==> config.mk <==
export PLATFORM = sky130hd
export DESIGN_NAME = pmd_regs
export DESIGN_NICKNAME = d
export VERILOG_FILES = /design/src/core/pmd_pkg.sv /design/src/core/pmd_regs.sv
export VERILOG_INCLUDE_DIRS = /design/src /design/src/core
export SDC_FILE = /design/constraint.sdc
export NUM_CORES = 1
export LEC_CHECK = 0
export BUFFER_PORTS_ARGS = -buffer_cell sky130_fd_sc_hd__clkbuf_2
export CAP_MARGIN = 20
export CORE_ASPECT_RATIO = 0.75
export CORE_MARGIN = 1.5
export CORE_UTILIZATION = 23
export CTS_CLUSTER_SIZE = 16
export DETAILED_ROUTE_END_ITERATION = 6
export HOLD_SLACK_MARGIN = 0.1
export PLACE_DENSITY = 0.74
export SETUP_SLACK_MARGIN = 0.4
export SLEW_MARGIN = 10
export SYNTH_ARGS = -nofsm -noshare
export SYNTH_HDL_FRONTEND = slang
export SYNTH_SLANG_ARGS = --single-unit
==> constraint.sdc <==
create_clock -name pclk -period 1.29 [get_ports pclk]
set_input_delay 0.1935 -clock pclk [delete_from_list [all_inputs] [get_ports pclk]]
set_output_delay 0.1935 -clock pclk [all_outputs]
set_load 0.005 [all_outputs]
==> src/core/pmd_map.svh <==
// Register offsets, field positions, reset values and timing counts for the module disable registers.
`ifndef PMD_MAP_SVH
`define PMD_MAP_SVH

`define PMD_ADDR_W          12
`define PMD_OFF_CTRL_A      12'h000
`define PMD_OFF_CTRL_B      12'h004
`define PMD_BIT_COMPARATOR  10
`define PMD_BIT_CRC         7
`define PMD_BIT_I2C2        1
`define PMD_BIT_REFCLK      3
`define PMD_BIT_CHARGE      2
`define PMD_MASK_A          16'h0482
`define PMD_MASK_B          16'h000c
`define PMD_RESET_A         16'h0000
`define PMD_RESET_B         16'h0000
`define PMD_HOLD_NS         40
`define PMD_CLK_NS          20
`define PMD_HOLD_CYCLES     ((`PMD_HOLD_NS + `PMD_CLK_NS - 1) / `PMD_CLK_NS)

`endif

==> src/core/pmd_pkg.sv <==
// Types shared by the module disable register bank.
`default_nettype none
package pmd_pkg;

    typedef logic [15:0] pmd_word_t;

    typedef struct packed {
        pmd_word_t   ctrl_a;
        pmd_word_t   ctrl_b;
        logic [31:0] prdata;
    } pmd_state_s;

endpackage : pmd_pkg

`default_nettype wire

==> src/core/pmd_regs.sv <==
// APB register bank whose bits switch individual peripherals off.
//
// Operation
// - Control A bit 10 disables comparator.
// - Control A bit 7 disables CRC engine.
// - Control A bit 1 disables second I2C.
// - Control B bit 3 disables reference clock.
// - Control B bit 2 disables charge-time unit.
// - Other control A bits ignore writes, read zero.
// - Other control B bits ignore writes, read zero.
// - Implemented bits read/write, reset to zero.
//
// Chosen here: the address map and the APB register port.
`include "pmd_map.svh"
`timescale 1ns/1ns
`default_nettype none

module pmd_regs
    import pmd_pkg::*;
(
    // Clock and reset.
    input  wire logic                    pclk,
    input  wire logic                    presetn,
    // APB slave.
    input  wire logic                    psel,
    input  wire logic                    penable,
    input  wire logic                    pwrite,
    input  wire logic [`PMD_ADDR_W-1:0]  paddr,
    input  wire logic [31:0]             pwdata,
    input  wire logic [3:0]              pstrb,
    output logic      [31:0]             prdata,
    output logic                         pready,
    output logic                         pslverr,
    // Peripheral disable levels.
    output logic                         comparator_off,
    output logic                         crc_engine_off,
    output logic                         second_i2c_off,
    output logic                         ref_clock_out_off,
    output logic                         charge_time_unit_off,
    // Peripheral clock enables, low while the peripheral is disabled.
    output logic                         comparator_clk_en,
    output logic                         crc_engine_clk_en,
    output logic                         second_i2c_clk_en,
    output logic                         ref_clock_out_clk_en,
    output logic                         charge_time_unit_clk_en,
    // Peripheral resets, active low, held while the peripheral is disabled.
    output logic                         comparator_rst_n,
    output logic                         crc_engine_rst_n,
    output logic                         second_i2c_rst_n,
    output logic                         ref_clock_out_rst_n,
    output logic                         charge_time_unit_rst_n
);

    pmd_state_s state;
    pmd_state_s next_state;

    function automatic pmd_word_t merge_write(input pmd_word_t old, input logic [31:0] data,
                                              input logic [3:0] strb, input pmd_word_t mask);
        pmd_word_t merged;
        merged = old;
        if (strb[0])
        begin
            merged[7:0] = data[7:0];
        end
        if (strb[1])
        begin
            merged[15:8] = data[15:8];
        end
        merge_write = merged & mask;
    endfunction : merge_write

    function automatic logic addr_match(input logic [`PMD_ADDR_W-1:0] addr,
                                        input logic [`PMD_ADDR_W-1:0] offset);
        addr_match = (addr == offset);
    endfunction : addr_match

    function automatic logic [31:0] read_word(input pmd_word_t value, input pmd_word_t mask);
        read_word = {16'h0000, value & mask};
    endfunction : read_word

    logic access;
    logic hit_a;
    logic hit_b;

    assign access = psel && penable;
    assign hit_a  = addr_match(paddr, `PMD_OFF_CTRL_A);
    assign hit_b  = addr_match(paddr, `PMD_OFF_CTRL_B);

    always_comb
    begin
        next_state = state;
        if (access && pwrite && hit_a)
        begin
            next_state.ctrl_a = merge_write(state.ctrl_a, pwdata, pstrb, `PMD_MASK_A);
        end
        if (access && pwrite && hit_b)
        begin
            next_state.ctrl_b = merge_write(state.ctrl_b, pwdata, pstrb, `PMD_MASK_B);
        end
        if (psel && !penable && !pwrite)
        begin
            next_state.prdata = 32'h0000_0000;
            if (hit_a)
            begin
                next_state.prdata = read_word(state.ctrl_a, `PMD_MASK_A);
            end
            else if (hit_b)
            begin
                next_state.prdata = read_word(state.ctrl_b, `PMD_MASK_B);
            end
        end
    end

    always_ff @(posedge pclk or negedge presetn)
    begin
        if (!presetn)
        begin
            state.ctrl_a <= `PMD_RESET_A;
            state.ctrl_b <= `PMD_RESET_B;
            state.prdata <= 32'h0000_0000;
        end
        else
        begin
            state <= next_state;
        end
    end

    assign prdata  = state.prdata;
    assign pready  = 1'b1;
    assign pslverr = access && !(hit_a || hit_b);

    assign comparator_off       = state.ctrl_a[`PMD_BIT_COMPARATOR];
    assign crc_engine_off       = state.ctrl_a[`PMD_BIT_CRC];
    assign second_i2c_off       = state.ctrl_a[`PMD_BIT_I2C2];
    assign ref_clock_out_off    = state.ctrl_b[`PMD_BIT_REFCLK];
    assign charge_time_unit_off = state.ctrl_b[`PMD_BIT_CHARGE];

    assign comparator_clk_en       = !comparator_off;
    assign crc_engine_clk_en       = !crc_engine_off;
    assign second_i2c_clk_en       = !second_i2c_off;
    assign ref_clock_out_clk_en    = !ref_clock_out_off;
    assign charge_time_unit_clk_en = !charge_time_unit_off;

    assign comparator_rst_n       = presetn && !comparator_off;
    assign crc_engine_rst_n       = presetn && !crc_engine_off;
    assign second_i2c_rst_n       = presetn && !second_i2c_off;
    assign ref_clock_out_rst_n    = presetn && !ref_clock_out_off;
    assign charge_time_unit_rst_n = presetn && !charge_time_unit_off;
endmodule : pmd_regs

`default_nettype wire

==> results.py <==
metrics = {
    "status": {
        "status": "complete, but fails checks",
        "failed_checks": "DRC, setup timing",
    },
    "finish": {
        "finalInstanceArea_um2": 1230,
        "nets": 198,
        "syn_to_final_growth_pct": 51.4,
        "layoutNonFillerInstCount": 184,
        "antennaDiodeCount": 0,
        "post-route-util": 0.370,
        "drive_above_1_share": 0.646,
    },
    "setup_path": {
        "r2r_setup_slack_ps": 330,
        "r2r-start": "crc_engine_off",
        "worstPathRequired_ps": 1100,
        "startpoint_type": "input pin",
        "cp_slowest_cell": "or4_4",
        "critPathKind": "in2out",
        "crit_path_end_kind": "output pin",
        "r2r_cells": 2,
        "worstPathArrival_ps": 1320,
        "reg2reg_to": "crc_engine_off",
        "crit_fanout": 4,
        "critPathMostFrequentCell": "clkbuf_2",
        "slowest_delay_ps": 570,
        "crit_chain": "clkbuf_2, or4_4, o311a_4, clkbuf_2",
    },
    "floorplanning": {
        "core_um2": 3330,
        "fp.dieW_um": 71.8,
        "die-area_um2": 3920,
        "initial_core_util": 0.245,
        "io-pin-count": 102,
        "die_h_um": 54.6,
        "rows": 18,
    },
    "drt": {
        "first_pass_iters": 6,
        "drtAntennaViolNets": 0,
        "num_vias": 713,
        "viasPerCell": 3.88,
        "drt_iter0_drc": 18,
        "drc": 4,
        "wl_per_cell_um": 10.7,
        "wirelength_mm": 1.98,
    },
    "timing": {
        "fin_crit_ps": 1510,
        "finalSetupTns_ps": -2120,
        "drv_slew": 0,
        "period_share": 1.17,
        "rsz0062_at_grt": "true",
        "fin_worst_skew_ps": 2.31,
        "setup_violations": 11,
        "final-hold-violation-count": 0,
        "setup_ws_ps": -225,
        "fmax_mhz": 660,
    },
    "power_and_ir_drop": {
        "switching_share": 0.222,
        "power_density_nw_per_um2": 669,
        "pwr-share-seq": 0.381,
        "clkPwrFrac": 0.466,
        "total_power_w": 0.000826,
        "net-switching-power_w": 0.000184,
        "power_leakage_nw": 0.685,
        "internal-power_w": 0.000642,
        "ir_drop_uv": 352,
        "comb_power_share": 0.152,
    },
    "clocking": {
        "clk_latency_ps": 230,
        "clock_tree.root_cell": "clkbuf_8",
        "clock_sinks": 10,
        "cts.htree.levels": 1,
        "cts_max_path_buffers": 2,
        "cts_tree": "done",
        "cts_buffers": 3,
        "clk_pin_slew_ps": 50,
    },
    "global_route": {
        "grtUsageTotal": 0.0934,
        "grt-ovfl-total": 0,
        "grt_pass1_vias": 625,
        "grt_first_pass_wirelength_mm": 2.79,
        "grt_max_degree": 9,
        "antenna_found_initial": 0,
    },
    "placement": {
        "place_area_um2": 997,
        "dp_cells": 165,
        "gp_congestion": 0.670,
        "port_buffers": 44,
        "dp.final_hpwl_mm": 1.55,
    },
    "synth": {
        "ys.warnings.count": 0,
        "ys_types": 22,
        "syn_avg_cell_area_um2": 10.1,
        "synthCells": 81,
        "seq_area_frac_synth": 0.307,
        "syn_area_um2": 816,
        "ys_ff_latch": 10,
    },
    "min_path": {
        "hp-class": "in2async",
    },
    "run": {
        "drv_cap": 0,
    },
}
-- Yosys cell counts, drive strengths merged --
| master | count | area [um2] |
|---|---|---|
| nand4 | 2 | 12.5 |
| dfrtp | 10 | 250 |
| buf | 30 | 233 |
| or3 | 2 | 17.5 |
| nor4 | 3 | 40.0 |
| or4 | 4 | 41.3 |
| o31ai | 3 | 37.5 |
| conb | 2 | 7.51 |
| nand2 | 5 | 18.8 |
| o21ai | 2 | 17.5 |
| or4b | 1 | 13.8 |
| mux2 | 5 | 56.3 |
| inv | 5 | 18.8 |
| or3b | 1 | 8.76 |
| o311a | 1 | 11.3 |
| nor2b | 5 | 31.3 |
-- how the worst max path moves through the flow --
stage,from,end,slack [ps]
3_5_place_dp,paddr[6],comparator_off,-480
6_report,paddr[8],pslverr,-220
2_1_floorplan,paddr[8],crc_engine_off,-300
5_1_grt,paddr[8],pslverr,-250
4_1_cts,paddr[3],pslverr,-230
3_3_place_gp,paddr[6],second_i2c_off,-430
-- placed cells by master, fill, tap and decap left out, types with 2 or more instances in the layout --
| cell | n |
|---|---|
| or4_4 | 3 |
| dfrtp_1 | 9 |
| buf_6 | 6 |
| inv_2 | 5 |
| nor2b_1 | 3 |
| o21ai_2 | 2 |
| nand2_1 | 5 |
| nor4_4 | 2 |
| nor2b_2 | 2 |
| conb_1 | 28 |
| mux2_4 | 4 |
| buf_2 | 13 |
| o31ai_2 | 3 |
| clkbuf_8 | 4 |
| nand4_1 | 2 |
| clkbuf_2 | 26 |
| buf_4 | 17 |
-- metrics by stage --
step,setup slack (ps),hold WS [ps]
2_1_floorplan,-302,-102
3_3_place_gp,-430,63.4
3_5_place_dp,-477,57.3
4_1_cts,-233,179
5_1_grt,-246,113
6_report,-225,79.8
-- power by group through the flow --
stage	Sequential [W]	Combinational (W)	Clock (W)
finish	0.000315	0.000126	0.000385
global route	0.000314	0.000143	0.000409
CTS	0.000315	0.000121	0.000390
detailed placement	0.000320	0.000111	0
global placement	0.000320	0.000110	0
floorplan	0.000320	0.000110	0
-- per-layer routing --
metal | vias to the layer above | global-route usage | part of all wire
met5 | - | 0 | 0
met4 | 0 | 0.0189 | 0.0071
met3 | 2 | 0.0313 | 0.085
met2 | 34 | 0.177 | 0.56
met1 | 329 | 0.104 | 0.34
li1 | 348 | - | -
-- registers in the layout, indices dropped and copies added, names as in the netlist --
name	count
charge_time_unit_off	1
comparator_off	1
crc_engine_off	1
prdata	5
ref_clock_out_off	1
second_i2c_off	1
-- cell families after synthesis --
family,count (synthesis),share of synthesized area
muxes,5,0.0690
and+or+nand+nor,23,0.225
DFF,10,0.307
other,2,0.00921
buffers and inverters,35,0.308
AOI/OAI and AO/OA,6,0.0813
-- worst max-delay path, delay by kind of cell --
family / cells / cell delay, ps
buf+inv: 2 / 190
compound gates: 1 / 360
simple gates: 1 / 570
-- area by class of cell --
class / count / area (um2)
Multi-Input combinational cell: 62 / 457
Sequential cell: 10 / 251
Tap cell: 40 / 50.0
Clock buffer: 4 / 55.1
Fill cell: 344 / 2100
Timing Repair Buffer: 63 / 403
Inverter: 5 / 18.8
-- what timing repair did --
item                       4_1_cts  5_1_grt
hold buffers                     1        0
pin swaps                        4        1
resized for setup                9       25
setup endpoints to repair       31       36
setup buffers                   13        1
hold endpoints to repair        10        0
Note: power is estimated with default switching activity, not from simulation.
